## config.mk

```make
export PLATFORM = sky130hd
export DESIGN_NAME = drs_top
export DESIGN_NICKNAME = d
export VERILOG_FILES = /design/src/drs_pkg.sv /design/src/drs_nvm.sv /design/src/drs_top.sv
export VERILOG_INCLUDE_DIRS = /design/src
export SDC_FILE = /design/constraint.sdc
export NUM_CORES = 1
export LEC_CHECK = 0
export ABC_AREA = 1
export BUFFER_PORTS_ARGS = -buffer_cell sky130_fd_sc_hd__buf_4
export CORE_ASPECT_RATIO = 1.2
export CORE_UTILIZATION = 45
export CTS_CLUSTER_DIAMETER = 100
export DETAILED_ROUTE_END_ITERATION = 10
export GPL_TIMING_DRIVEN = 0
export MAX_ROUTING_LAYER = met4
export PLACE_DENSITY = 0.66
export SYNTH_ARGS = -nofsm -noshare
export SYNTH_HDL_FRONTEND = slang
export SYNTH_HIERARCHICAL = 1
export SYNTH_SLANG_ARGS = --single-unit
```

## constraint.sdc

```tcl
create_clock -name CLK -period 2 [get_ports CLK]
set_input_delay 0.6 -clock CLK [delete_from_list [all_inputs] [get_ports CLK]]
set_output_delay 0.6 -clock CLK [all_outputs]
set_load 0.01 [all_outputs]
```

## src/drs_cfg.svh

```systemverilog
// Functional notes
// - Low pulses on the reset line shorter than 5 us are ignored.
// - A low pulse longer than 9 us always resets; between 5 and 9 us a reset may begin.
// - A short high glitch during a held reset neither ends nor restarts it.
// - Each release of the reset line after an accepted reset loads ID bytes, electrode level and settings from NVM.
// - Reset cancel ends within 5 ms from low-power state and within 120 ms when awake.
// - During reset the display is blanked, with a blanking run of at most 120 ms when awake.
// - When a reset is accepted all settings take their hardware reset defaults, before the NVM load.
`ifndef DRS_CFG_SVH
`define DRS_CFG_SVH
`define DRS_CLK_MHZ         100
`define DRS_REJECT_US       5
`define DRS_ACCEPT_US       9
`define DRS_GLITCH_US       5
`define DRS_CANCEL_SLP_MS   5
`define DRS_CANCEL_AWK_MS   120
`define DRS_BLANK_MS        120
`define DRS_ACCEPT_CYC      (`DRS_ACCEPT_US * `DRS_CLK_MHZ)
`define DRS_GLITCH_CYC      (`DRS_GLITCH_US * `DRS_CLK_MHZ)
`define DRS_CANCEL_SLP_CYC  (`DRS_CANCEL_SLP_MS * 1000 * `DRS_CLK_MHZ)
`define DRS_CANCEL_AWK_CYC  (`DRS_CANCEL_AWK_MS * 1000 * `DRS_CLK_MHZ)
`define DRS_BLANK_CYC       (`DRS_BLANK_MS * 1000 * `DRS_CLK_MHZ)
`define DRS_NVM_WORDS       8
`define DRS_SET_RST_DEFAULT 8'h00
`endif

```

## src/drs_pkg.sv

```systemverilog
package drs_pkg;
    typedef enum logic [2:0] {
        DRS_IDLE,
        DRS_HOLD,
        DRS_BLANK,
        DRS_WAIT_REL,
        DRS_LOAD,
        DRS_CANCEL
    } drs_state_type;

    typedef struct packed {
        logic       blank;
        logic       cmd_ok;
        logic       wake_ok;
        logic       load_busy;
    } drs_stat_type;
endpackage

```

## src/drs_nvm.sv

```systemverilog
`timescale 1ns/1ps
`default_nettype none
module drs_nvm #(
    parameter int DEPTH = 8,
    parameter int AW    = 3
) (
    input  wire logic          clk,
    input  wire logic          rstn,
    input  wire logic          ce,
    input  wire logic [AW-1:0] raddr,
    output logic      [7:0]    rdata,
    input  wire logic          we,
    input  wire logic [AW-1:0] waddr,
    input  wire logic [7:0]    wdata
);
    logic [7:0] mem [DEPTH];

    always_ff @(posedge clk)
    begin
        if (ce && we)
            mem[waddr] <= wdata;
    end

    always_ff @(posedge clk or negedge rstn)
    begin
        if (!rstn)
            rdata <= 8'h00;
        else if (ce)
            rdata <= mem[raddr];
    end
endmodule
`default_nettype wire

```

## src/drs_top.sv

```systemverilog
`timescale 1ns/1ps
`default_nettype none
`include "drs_cfg.svh"
module drs_top #(
    parameter int ACCEPT_CYC = `DRS_ACCEPT_CYC,
    parameter int GLITCH_CYC = `DRS_GLITCH_CYC,
    parameter int SLP_CYC    = `DRS_CANCEL_SLP_CYC,
    parameter int AWK_CYC    = `DRS_CANCEL_AWK_CYC,
    parameter int BLANK_CYC  = `DRS_BLANK_CYC,
    parameter int NVM_WORDS  = `DRS_NVM_WORDS
) (
    input  wire logic               CLK,
    input  wire logic               RSTN,
    input  wire logic               CE,
    input  wire logic               HW_RESET_LINE_N,
    input  wire logic               SLEEP_IN,
    input  wire logic               NVM_WE,
    input  wire logic [2:0]         NVM_WADDR,
    input  wire logic [7:0]         NVM_WDATA,
    output drs_pkg::drs_stat_type   STAT,
    output logic                    SET_WE,
    output logic [2:0]              SET_ADDR,
    output logic [7:0]              SET_DATA,
    output logic                    SETTINGS_DEFAULT
);
    import drs_pkg::*;

    localparam int CW = 24;

    drs_state_type state_r;
    logic [CW-1:0] low_cnt_r;
    logic [CW-1:0] hi_cnt_r;
    logic [CW-1:0] seq_cnt_r;
    logic [CW-1:0] rel_cnt_r;
    logic          slept_r;
    logic [2:0]    ld_idx_r;
    logic          ld_phase_r;
    logic [7:0]    nvm_rdata;
    logic          last_word;

    assign last_word = (ld_idx_r == 3'(NVM_WORDS - 1));

    drs_nvm #(.DEPTH(NVM_WORDS), .AW(3)) drs_nvm_inst (
        .clk   (CLK),
        .rstn  (RSTN),
        .ce    (CE),
        .raddr (ld_idx_r),
        .rdata (nvm_rdata),
        .we    (NVM_WE),
        .waddr (NVM_WADDR),
        .wdata (NVM_WDATA)
    );

    // Low time filter; any high clears count
    always_ff @(posedge CLK or negedge RSTN)
    begin
        if (!RSTN)
            low_cnt_r <= '0;
        else if (CE)
        begin
            if (HW_RESET_LINE_N)
                low_cnt_r <= '0;
            else if (low_cnt_r != CW'(ACCEPT_CYC))
                low_cnt_r <= low_cnt_r + 1'b1;
        end
    end

    // High time while a reset is held
    always_ff @(posedge CLK or negedge RSTN)
    begin
        if (!RSTN)
            hi_cnt_r <= '0;
        else if (CE)
        begin
            if (!HW_RESET_LINE_N)
                hi_cnt_r <= '0;
            else if (hi_cnt_r != CW'(GLITCH_CYC))
                hi_cnt_r <= hi_cnt_r + 1'b1;
        end
    end

    always_ff @(posedge CLK or negedge RSTN)
    begin
        if (!RSTN)
            state_r <= DRS_IDLE;
        else if (CE)
        begin
            unique case (state_r)
                DRS_IDLE, DRS_LOAD, DRS_CANCEL:
                    if (low_cnt_r == CW'(ACCEPT_CYC))
                        state_r <= DRS_HOLD;
                    else if (state_r == DRS_LOAD && ld_phase_r && last_word)
                        state_r <= DRS_CANCEL;
                    else if (state_r == DRS_CANCEL && seq_cnt_r == '0)
                        state_r <= DRS_IDLE;
                DRS_HOLD:
                    state_r <= slept_r ? DRS_WAIT_REL : DRS_BLANK;
                DRS_BLANK:
                    if (seq_cnt_r == '0)
                        state_r <= DRS_WAIT_REL;
                    else if (hi_cnt_r == CW'(GLITCH_CYC))
                        state_r <= DRS_WAIT_REL;
                DRS_WAIT_REL:
                    if (hi_cnt_r == CW'(GLITCH_CYC))
                        state_r <= DRS_LOAD;
                default:
                    state_r <= DRS_IDLE;
            endcase
        end
    end

    // Mode latched when the reset was applied
    always_ff @(posedge CLK or negedge RSTN)
    begin
        if (!RSTN)
            slept_r <= 1'b1;
        else if (CE && state_r != DRS_HOLD && state_r != DRS_BLANK
                 && state_r != DRS_WAIT_REL && low_cnt_r == CW'(ACCEPT_CYC))
            slept_r <= SLEEP_IN;
    end

    // Blanking and cancel timers
    always_ff @(posedge CLK or negedge RSTN)
    begin
        if (!RSTN)
            seq_cnt_r <= '0;
        else if (CE)
        begin
            if (state_r == DRS_HOLD)
                seq_cnt_r <= CW'(BLANK_CYC - 1);
            else if (state_r == DRS_WAIT_REL && hi_cnt_r == CW'(GLITCH_CYC))
                seq_cnt_r <= slept_r ? CW'(SLP_CYC - GLITCH_CYC - NVM_WORDS * 2 - 2)
                                     : CW'(AWK_CYC - GLITCH_CYC - NVM_WORDS * 2 - 2);
            else if (seq_cnt_r != '0 && state_r != DRS_WAIT_REL)
                seq_cnt_r <= seq_cnt_r - 1'b1;
        end
    end

    // Time since release for host gating flags
    always_ff @(posedge CLK or negedge RSTN)
    begin
        if (!RSTN)
            rel_cnt_r <= '0;
        else if (CE)
        begin
            if (state_r == DRS_HOLD || state_r == DRS_BLANK || state_r == DRS_WAIT_REL)
                rel_cnt_r <= CW'(GLITCH_CYC);
            else if (rel_cnt_r != CW'(AWK_CYC))
                rel_cnt_r <= rel_cnt_r + 1'b1;
        end
    end

    // NVM copy: read phase then write phase per word
    always_ff @(posedge CLK or negedge RSTN)
    begin
        if (!RSTN)
        begin
            ld_idx_r   <= 3'h0;
            ld_phase_r <= 1'b0;
            SET_WE     <= 1'b0;
            SET_ADDR   <= 3'h0;
            SET_DATA   <= 8'h00;
        end
        else if (CE)
        begin
            SET_WE <= 1'b0;
            if (state_r != DRS_LOAD)
            begin
                ld_idx_r   <= 3'h0;
                ld_phase_r <= 1'b0;
            end
            else if (!ld_phase_r)
                ld_phase_r <= 1'b1;
            else
            begin
                SET_WE     <= 1'b1;
                SET_ADDR   <= ld_idx_r;
                SET_DATA   <= nvm_rdata;
                ld_phase_r <= 1'b0;
                ld_idx_r   <= ld_idx_r + 3'h1;
            end
        end
    end

    always_ff @(posedge CLK or negedge RSTN)
    begin
        if (!RSTN)
        begin
            STAT             <= '{blank: 1'b1, cmd_ok: 1'b0, wake_ok: 1'b0, load_busy: 1'b0};
            SETTINGS_DEFAULT <= 1'b0;
        end
        else if (CE)
        begin
            STAT.blank       <= (state_r != DRS_IDLE);
            STAT.cmd_ok      <= (state_r == DRS_IDLE || state_r == DRS_CANCEL)
                                && rel_cnt_r >= CW'(SLP_CYC);
            STAT.wake_ok     <= (state_r == DRS_IDLE) && rel_cnt_r == CW'(AWK_CYC);
            STAT.load_busy   <= (state_r == DRS_LOAD);
            SETTINGS_DEFAULT <= (state_r == DRS_HOLD);
        end
    end

    a_short_reject: assert property (@(posedge CLK) disable iff (!RSTN)
        (state_r == DRS_IDLE && low_cnt_r != CW'(ACCEPT_CYC)) |=> state_r != DRS_HOLD)
        else $error("Reset accepted on short pulse");

    a_long_accept: assert property (@(posedge CLK) disable iff (!RSTN)
        (CE && low_cnt_r == CW'(ACCEPT_CYC) && state_r == DRS_IDLE) |=> state_r == DRS_HOLD)
        else $error("Long pulse not accepted");

    a_glitch_hold: assert property (@(posedge CLK) disable iff (!RSTN)
        (state_r == DRS_WAIT_REL && hi_cnt_r < CW'(GLITCH_CYC)) |=> state_r == DRS_WAIT_REL)
        else $error("Glitch ended reset");

    a_load_writes: assert property (@(posedge CLK) disable iff (!RSTN)
        (CE && state_r == DRS_LOAD && ld_phase_r) |=> SET_WE)
        else $error("NVM word not written");

    a_default_pulse: assert property (@(posedge CLK) disable iff (!RSTN)
        (CE && state_r == DRS_HOLD) |=> SETTINGS_DEFAULT)
        else $error("Defaults not applied");

    a_blank_during: assert property (@(posedge CLK) disable iff (!RSTN)
        (CE && state_r == DRS_WAIT_REL) |=> STAT.blank)
        else $error("Display not blanked");

    a_no_cmd_early: assert property (@(posedge CLK) disable iff (!RSTN)
        (state_r == DRS_LOAD) |=> !STAT.cmd_ok)
        else $error("Commands allowed during load");

    a_wake_gate: assert property (@(posedge CLK) disable iff (!RSTN)
        STAT.wake_ok |-> $past(rel_cnt_r) == CW'(AWK_CYC))
        else $error("Wake allowed early");
endmodule
`default_nettype wire

```

==> Word level (Yosys, flattened, before mapping) <==
Memory sizes are Yosys's and may differ from the RTL's. A register that Yosys moved wholly into a read port is not among the register bits.
Cells that the tools add are included.
{ "totals": {"reg_bits": 121, "mem_bits_rw": 64, "out_inout_bits": 17, "memories": 1} }
{ "memory_table": {"columns": ["name", "depth", "word_bits", "rd", "rd_clocked_by_memory_dff", "write_ports", "line", "source"], "rows": [
  ["drs_nvm_inst.mem", 8, 8, 1, 1, 1, "drs_nvm.sv:16", "logic [7:0] mem [DEPTH];"]
]} }
{ "op_classes": {"n_addsub": 5, "n_lt_le_gt_ge": 1, "n_eq_ne": 20, "muxes": 26, "n_bitwise": 1, "n_reduce_logical": 32} }
{ "op_table": {"columns": ["operator", "n"], "rows": [
  ["2-to-1 mux 24 bit", 10],
  ["adder 24 x 1 -> 24 bit, second input constant", 3],
  ["== test 24 x 10 -> 1 bit, second input constant", 1],
  ["== test 24 bit, second input constant", 1],
  ["== test 24 x 9 -> 1 bit, second input constant", 1],
  ["greater-or-equal comparator 24 x 19 -> 1 bit, second input constant", 1],
  ["zero test 24 bit", 1],
  ["2-to-1 mux 3 bit", 8],
  ["!= test 24 x 10 -> 1 bit, second input constant", 1],
  ["!= test 24 bit, second input constant", 1],
  ["!= test 24 x 9 -> 1 bit, second input constant", 1],
  ["nonzero test 24 bit", 1],
  ["subtractor 24 x 1 -> 24 bit, second input constant", 1],
  ["logical AND 1 bit", 12],
  ["one-hot mux 3 bit (4 select lines)", 1],
  ["AND reduction 2 bit", 5],
  ["== test 3 bit, second input constant", 3],
  ["2-to-1 mux 1 bit", 7],
  ["== test 3 x 2 -> 1 bit, second input constant", 2],
  ["!= test 3 x 2 -> 1 bit, second input constant", 2],
  ["!= test 3 bit, second input constant", 2],
  ["nonzero test 2 bit", 3],
  ["nonzero test 3 bit", 2],
  ["!= test 4 bit, second input constant", 1],
  ["other kinds (12)", 14]
]} }

==> Logic depth before layout (Yosys ltp) <==
Gate-level depths: netlist (run 1).
{ "logic_depth": {"word_depth": 6, "depth_mapped": 13, "depth_no_buf": 13} }

==> Modules after synthesis <==
Netlist (run 1), hierarchy kept.
{ "by_module_without_submodules": {"columns": ["mod", "instances", "cells_each", "area_each_um2", "seq_area_each_um2"], "rows": [
  ["drs_top", 1, 1185, 7967.6, 3030.4],
  ["drs_nvm", 1, 296, 3090.5, 2122.0]
]} }

==> Worst setup path after synthesis (run 1) <==
Ideal clock, no wire load.
{ "synth_timing": {"path_kind": "input -> register", "start": "in HW_RESET_LINE_N", "end": "reg hi_cnt_r[21]", "setup_ns": 0.124, "arrival_time_ns": 1.568, "required_ns": 1.876, "setup_slack_ns": 0.308, "stages": 7, "n_path_buf": 2, "cell_sequence": "clkbuf_1 > clkinv_1 > nor2_2 > nor2_4 > buf_6 > nand4_1 > o21ai_1"} }
{ "synth_via": {"elab_chain_len": 2, "elab_cells_between_ends": 3, "cone_classes": "eq/ne (1); mux (1); reduce/logical (1)"} }
{ "synth_lines": {"columns": ["item", "line", "source"], "rows": [
  ["start: declaration", "drs_top.sv:15", "input wire logic HW_RESET_LINE_N,"],
  ["!= test 2 x 1 -> 1 bit (no source line)", null, null],
  ["AND reduction 2 bit (no source line)", null, null],
  ["end signal: assignment", "drs_top.sv:78", "hi_cnt_r <= hi_cnt_r + 1'b1;"],
  ["end: declaration", "drs_top.sv:32", "logic [CW-1:0] hi_cnt_r;"]
]} }
Parallel ways exist; a longest one is shown, timed or not.
A chain may end at the register's enable or synchronous reset.

==> Final worst setup path (run 1) <==
{ "layout_timing": {"start": "reg hi_cnt_r[0]", "end": "reg seq_cnt_r[10]"} }
{ "layout_via": {"elab_chain_len": 4, "elab_cells_between_ends": 6, "cone_classes": "eq/ne (1); mux (2); reduce/logical (3)"} }
{ "layout_lines": {"columns": ["item", "line", "source"], "rows": [
  ["== test 24 x 9 -> 1 bit *", "drs_top.sv:131", "else if (state_r == DRS_WAIT_REL && hi_cnt_r == CW'(GLITCH_CYC))"],
  ["logical AND 1 bit *", "drs_top.sv:131", null],
  ["nonzero test 3 bit (no source line) / 2-to-1 mux 24 bit (equally long branches)", null, null],
  ["AND reduction 2 bit (no source line) / 2-to-1 mux 24 bit (equally long branches)", null, null],
  ["end signal: assignment", "drs_top.sv:130", "seq_cnt_r <= CW'(BLANK_CYC - 1);"],
  ["end signal: assignment", "drs_top.sv:132", "seq_cnt_r <= slept_r ? CW'(SLP_CYC - GLITCH_CYC - NVM_WORDS * 2 - 2)"],
  ["end signal: assignment", "drs_top.sv:135", "seq_cnt_r <= seq_cnt_r - 1'b1;"],
  ["end: declaration", "drs_top.sv:33", "logic [CW-1:0] seq_cnt_r;"]
]} }
Every way passes the cells marked *; elsewhere a longest branch is shown, timed or not.

==> results.yml, run 1 <==
outcome:
  status: "completed"
timing:
  max_slew.worst_pin.slew_ps: 955.3
  fmax_ghz: 0.5089
  fin_crit_ps: 1965
  rsz0062_at_grt: "yes"
  finalSetupTns_ps: 0
  slew-limit-headroom_pct: 36.08
  hold_viol_final: 0
  slew_viol_final: 0
  setup_viol: 0
  fin_skew_ps: 23.49
  worst_hold_slack_ps: 65.08
  setup_ws_ps: 34.86
  period_share_pct: 98.26
placement:
  dpl.hpwl_mm: 20.19
  io_buffers: 32
  dp_slack_ps: -329.9
  place.gp.congestion: 0.9611
synth:
  yosysWarnings: 6
  synth_edf_count: 64
  ys_ff_latch: 193
  synth_fp_nets: 1508
  synth-seq-area-share_pct: 46.59
  syn_area_per_cell_sq_um: 7.467
  syn_area_sq_um: 11060
  ys_types: 35
  synthesis.instances: 1481
  yosys_most_used_dff: "dfrtp_1"
  async_reset_ff_share_pct: 66.84
grt:
  grtUsageTotal_pct: 23.70
  grt_pass1_wl_mm: 46.20
  grt_max_degree: 89
  antenna_found_initial: 0
  grt_pass1_vias: 9278
  overflow: 0
setup_path:
  path_delay_family: "simple AND/OR/NAND/NOR gates"
  cp-start-kind: "flip-flop"
  cp_max_fo: 8
  worstPathArrival_ps: 2290
  path_buf_inv: 3
  crit_type: "flip-flop to flip-flop"
  worstSetupEndpointType: "flip-flop"
  cp_num_cells: 12
  required_ps: 2330
  cpPeakStageDelay_ps: 430
  crit_chain: "inv_2, ha_4, inv_2, nor2_2, nand2_2, nor2_4, nand4_1, nand3_4, nand2_8, clkbuf_16, nand2_2, nand2_1"
  slowest_stage: "dfrtp_2"
  worst-r2r-cell-count: 12
die:
  dieArea_sq_um: 25210
  die_h_um: 173.7
  rows: 62
  pin_count: 34
  coreArea_sq_um: 24050
  start_util_pct: 45.98
  dieWidth_um: 145.1
cells_and_area:
  layout_commonest_cell: "nand2_1"
  layout_common_cells: "nand2_1 (450), inv_1 (165), nor2_1 (161)"
  nNetsFinal: 1573
  utilization_pct: 52.80
  num_antenna_cells: 0
  drive_gt1_share_pct: 12.57
  syn_to_final_growth_pct: 14.82
clocking:
  cts_buffers: 17
  ctsHoldBuffers: 0
  h-tree-depth: 4
  clk_path_buf_depth: 2
  clock-root-buffer: "clkbuf_16"
  clk_latency_ps: 460
  clock_sinks: 193
  clk_pin_slew_ps: 90
  cts_tree: "yes"
pwr:
  combPwrFrac_pct: 7.7
  clockPowerShare_pct: 42.4
  ir_worst_vdd_uv: 619.6
  pwr_density_cell_nw_per_um2: 678.8
  p_switching_mw: 2.191
  p_total_mw: 8.619
  p_leak_nw: 5.949
  internal_power_mw: 6.428
  power.share.switching_pct: 25.42
  power_frac_seq_pct: 49.9
route:
  vias_per_cell: 5.187
  routed-via-count: 9747
  routedWlPerCell_um: 15.05
  postRouteAntennaNets: 0
  drc: 0
  routed_wl_mm: 28.27
  first_iter_violations: 735
  dr.pass1.iters: 4
flow_run:
  maxCapViolCount: 0
hold_path:
  hp-class: "input port to async pin"
==> Yosys cell counts, types with 8 or more instances <==
cell	instances	share of area, %
o21ai_0	43	1.9
dfrtp_1	127	29
edfxtp_1	64	17
nor3_1	38	1.7
nor2_2	8	0.45
o21ai_1	51	2.3
nor2_1	166	5.6
buf_2	13	0.59
ha_1	10	1.1
inv_1	169	5.7
nand2_1	478	16
inv_2	11	0.37
nand3_1	150	6.8
a21oi_1	9	0.41
buf_6	14	1.4
nand4_1	47	2.7
xor2_1	29	2.3
==> registers in the layout, summed over array words and instances (netlist names), 3 cells and up <==
signal and flops:
drs_nvm_inst/mem 64, hi_cnt_r 24, low_cnt_r 24, rel_cnt_r 24, seq_cnt_r 24, SET_DATA 8
drs_nvm_inst/rdata 8, STAT 4, SET_ADDR 3, ld_idx_r 3, state_r 3
==> power by group through the flow <==
stage	clock network (mW)	registers (mW)	logic [mW]
5_1_grt	3.86	4.32	0.746
3_3_place_gp	0	4.38	0.586
4_1_cts	3.71	4.30	0.618
2_1_floorplan	0	4.36	0.374
3_5_place_dp	0	4.38	0.605
6_report	3.66	4.30	0.660
==> per-stage QoR <==
stage          instance area (sq um)  std cells
3_3_place_gp                   11700       1833
5_1_grt                        12700       1879
2_1_floorplan                  11060       1481
4_1_cts                        12400       1868
6_report                       12700       1879
3_5_place_dp                   11730       1834
==> cells by family after synthesis <==
kind of cell | share of synthesized area [%]
compound gates | 5.092
buf+inv | 8.758
flops | 46.59
simple gates | 35.57
fa+ha+maj | 1.131
xor+xnor | 2.851
==> worst reg2reg max path, cell delays in order, from the launching register on <==
cell and delay [ps]:
dfrtp_2 430, inv_2 80, ha_4 140, inv_2 40, nor2_2 100, nand2_2 70
nor2_4 120, nand4_1 230, nand3_4 190, nand2_8 120, clkbuf_16 210, nand2_2 50
nand2_1 60
==> what timing repair did <==
item / CTS / global route
endpoints found under the setup margin: 55 / 75
setup buffers: 2 / 8
pin swaps: 4 / 16
gates cloned: 0 / 3
gates resized for setup: 9 / 57
==> area by class of cell <==
type                       count  area (sq um)
fill                        2337         11350
sequential                   193          5155
multi-input combinational   1067          5092
inverter                     183         694.4
clock buffer                  18         429.2
timing repair buffer          46         421.7
tap                          320         400.4
buffer                        38         307.8
clock inverter                14         196.4
==> path summary, 6_finish.rpt <==
check | from | endpoint | slack (ps)
setup / recovery | hi_cnt_r[0]$_DFFE_PN0P_ | seq_cnt_r[10]$_DFFE_PN0P_ | 30
hold / removal | RSTN | hi_cnt_r[7]$_DFFE_PN0P_ | 70
setup reg to reg | hi_cnt_r[0]$_DFFE_PN0P_ | seq_cnt_r[10]$_DFFE_PN0P_ | 30
hold reg to reg | drs_nvm_inst/rdata[1]$_DFFE_PN0P_ | SET_DATA[1]$_DFFE_PN0P_ | 480
max in group asynchronous | RSTN | STAT[3]$_DFFE_PN1P_ | 1110
min in group CLK | NVM_WDATA[2] | drs_nvm_inst/mem[0][2]$_DFFE_PP_ | 380
==> routing by layer <==
metal / wire length, um / global-route usage (%)
met5: 0 / -
met4: 669 / 10.09
met3: 1290 / 3.658
met1: 12170 / 28.59
met2: 14150 / 39.46
No activity file was read; power rests on OpenSTA's default activity.
==> inputs of run 2 (changes only) <==
PLACE_DENSITY = not set   (was 0.66)
PLACE_DENSITY_LB_ADDON = 0.3   (was not set)
==> results.yml, run 2 (same netlist as run 1, synthesis figures left out) <==
timing:
  period_share_pct: 95.20
  max_slew.worst_pin.slew_ps: 927.4
  fmax_ghz: 0.5252
  fin_crit_ps: 1904
  worst_hold_slack_ps: 51.97
  setup_ws_ps: 95.99
  slew_viol_final: 0
  setup_viol: 0
  rsz0062_at_grt: "yes"
  slew-limit-headroom_pct: 37.95
  hold_viol_final: 0
  fin_skew_ps: 10.82
pwr:
  clockPowerShare_pct: 41.5
  combPwrFrac_pct: 7.6
  ir_worst_vdd_uv: 543.2
  pwr_density_cell_nw_per_um2: 676.0
  power_frac_seq_pct: 50.9
  p_leak_nw: 5.901
  power.share.switching_pct: 26.64
  p_switching_mw: 2.254
  internal_power_mw: 6.208
placement:
  place.gp.congestion: 0.9325
  dpl.hpwl_mm: 20.29
  dp_slack_ps: -333.8
  io_buffers: 32
  dp.cells: 1834
die:
  dieArea_sq_um: 25210
  die_h_um: 173.7
  pin_count: 34
  coreArea_sq_um: 24050
  rows: 62
  dieWidth_um: 145.1
  start_util_pct: 45.98
clocking:
  clk_path_buf_depth: 2
  clk_latency_ps: 450
  clk_pin_slew_ps: 80
  h-tree-depth: 4
  cts_tree: "yes"
  clock_sinks: 193
  clock-root-buffer: "clkbuf_16"
  cts_buffers: 17
setup_path:
  reg2reg_slack_ps: 100
  cp-start-kind: "flip-flop"
  crit_type: "flip-flop to flip-flop"
  worst-r2r-cell-count: 12
  cp_max_fo: 7
  worstSetupEndpointType: "flip-flop"
  required_ps: 2340
  worstPathArrival_ps: 2250
cells_and_area:
  drive_gt1_share_pct: 10.93
  top_register: "drs_nvm_inst/mem"
  layout_common_cells: "nand2_1 (477), inv_1 (164), nor2_1 (162)"
  largest_reg_flops: 64
  syn_to_final_growth_pct: 13.20
  stdcell_count: 1876
  nNetsFinal: 1570
  num_antenna_cells: 0
  layout_commonest_cell: "nand2_1"
grt:
  antenna_found_initial: 0
  grtUsageTotal_pct: 24.21
  grt_pass1_wl_mm: 47.40
  grt_pass1_vias: 9461
  grt_max_degree: 93
  overflow: 0
route:
  routedWlPerCell_um: 15.02
  dr.pass1.iters: 7
  first_iter_violations: 720
  routed-via-count: 9796
  postRouteAntennaNets: 0
  routed_wl_mm: 28.17
  vias_per_cell: 5.222
  drc: 0
flow_run:
  maxCapViolCount: 0
hold_path:
  hp-class: "input port to async pin"
outcome:
  status: "completed"
==> run 2: changes by cell type in the layout (fill, tap and decap cells not counted), sizes merged <==
cell / previous run / this run
clkinvlp: 2 / 1
clkbuf: 28 / 26
inv: 186 / 190
bufinv: 3 / 1
buf: 74 / 72
==> run 2: layout make-up <==
cell class                 count  area, sq um
clock buffer                  17        425.4
clock inverter                15        177.7
sequential                   193         5155
fill                        2351        11530
inverter                     183        691.9
tap                          320        400.4
multi-input combinational   1067         5001
timing repair buffer          43        367.9
buffer                        38        299.0
==> run 2: layer usage <==
metal  wire length (um)  vias up  track usage [%]  part of all wire (%)
met3               1231       38            2.974                   4.4
met2              13860      281            40.00                    49
met4                624        0            8.421                   2.2
li1                   -     4877                -                     -
met5                  0        -                -                     0
met1              12450     4600            30.66                    44
==> run 2: worst paths after layout <==
| path | end | start |
|---|---|---|
| max reg2reg | seq_cnt_r[6]$_DFFE_PN0P_ | hi_cnt_r[0]$_DFFE_PN0P_ |
| max in group asynchronous | STAT[3]$_DFFE_PN1P_ | RSTN |
| min reg2reg | SET_DATA[2]$_DFFE_PN0P_ | drs_nvm_inst/rdata[2]$_DFFE_PN0P_ |
| min in group CLK | drs_nvm_inst/mem[5][4]$_DFFE_PP_ | NVM_WDATA[4] |
| max | seq_cnt_r[6]$_DFFE_PN0P_ | hi_cnt_r[0]$_DFFE_PN0P_ |
| min | low_cnt_r[14]$_DFFE_PN0P_ | RSTN |
==> run 2: power by group through the flow <==
stage	registers (mW)	clock network (mW)	logic [mW]
detailed placement	4.39	0	0.602
CTS	4.31	3.57	0.610
floorplan	4.36	0	0.374
global route	4.32	3.72	0.737
global placement	4.38	0	0.581
finish	4.31	3.51	0.644
==> run 2: repair_timing <==
item | CTS | global route
cloned | 0 | 2
gates resized for setup | 4 | 30
hold buffers | 0 | 0
pin swaps | 2 | 7
buffers inserted | 1 | 7
endpoints found under the setup margin | 18 | 91
==> run 2: through the flow <==
step / setup TNS (ps) / cell area, sq um / util [%] / total power [mW]
after floorplan: 0 / 11060 / - / 4.736
after global placement: -52330 / 11700 / 48.65 / 4.964
after detailed placement: -28900 / 11730 / 48.78 / 4.989
after CTS: 0 / 12350 / 51.36 / 8.488
after global routing: -456.4 / 12520 / 52.06 / 8.774
final: 0 / 12520 / 52.06 / 8.462
==> run 2: critical path: stages, from the launching register on <==
cell and delay [ps]:
dfrtp_2 440, inv_2 90, ha_4 130, inv_1 40, nor2_1 90, nand2_1 90, nor2_2 140, nand4_1 190
nand3_2 160, nand2_4 130, clkbuf_16 200, nand2_1 50, nand2_1 50
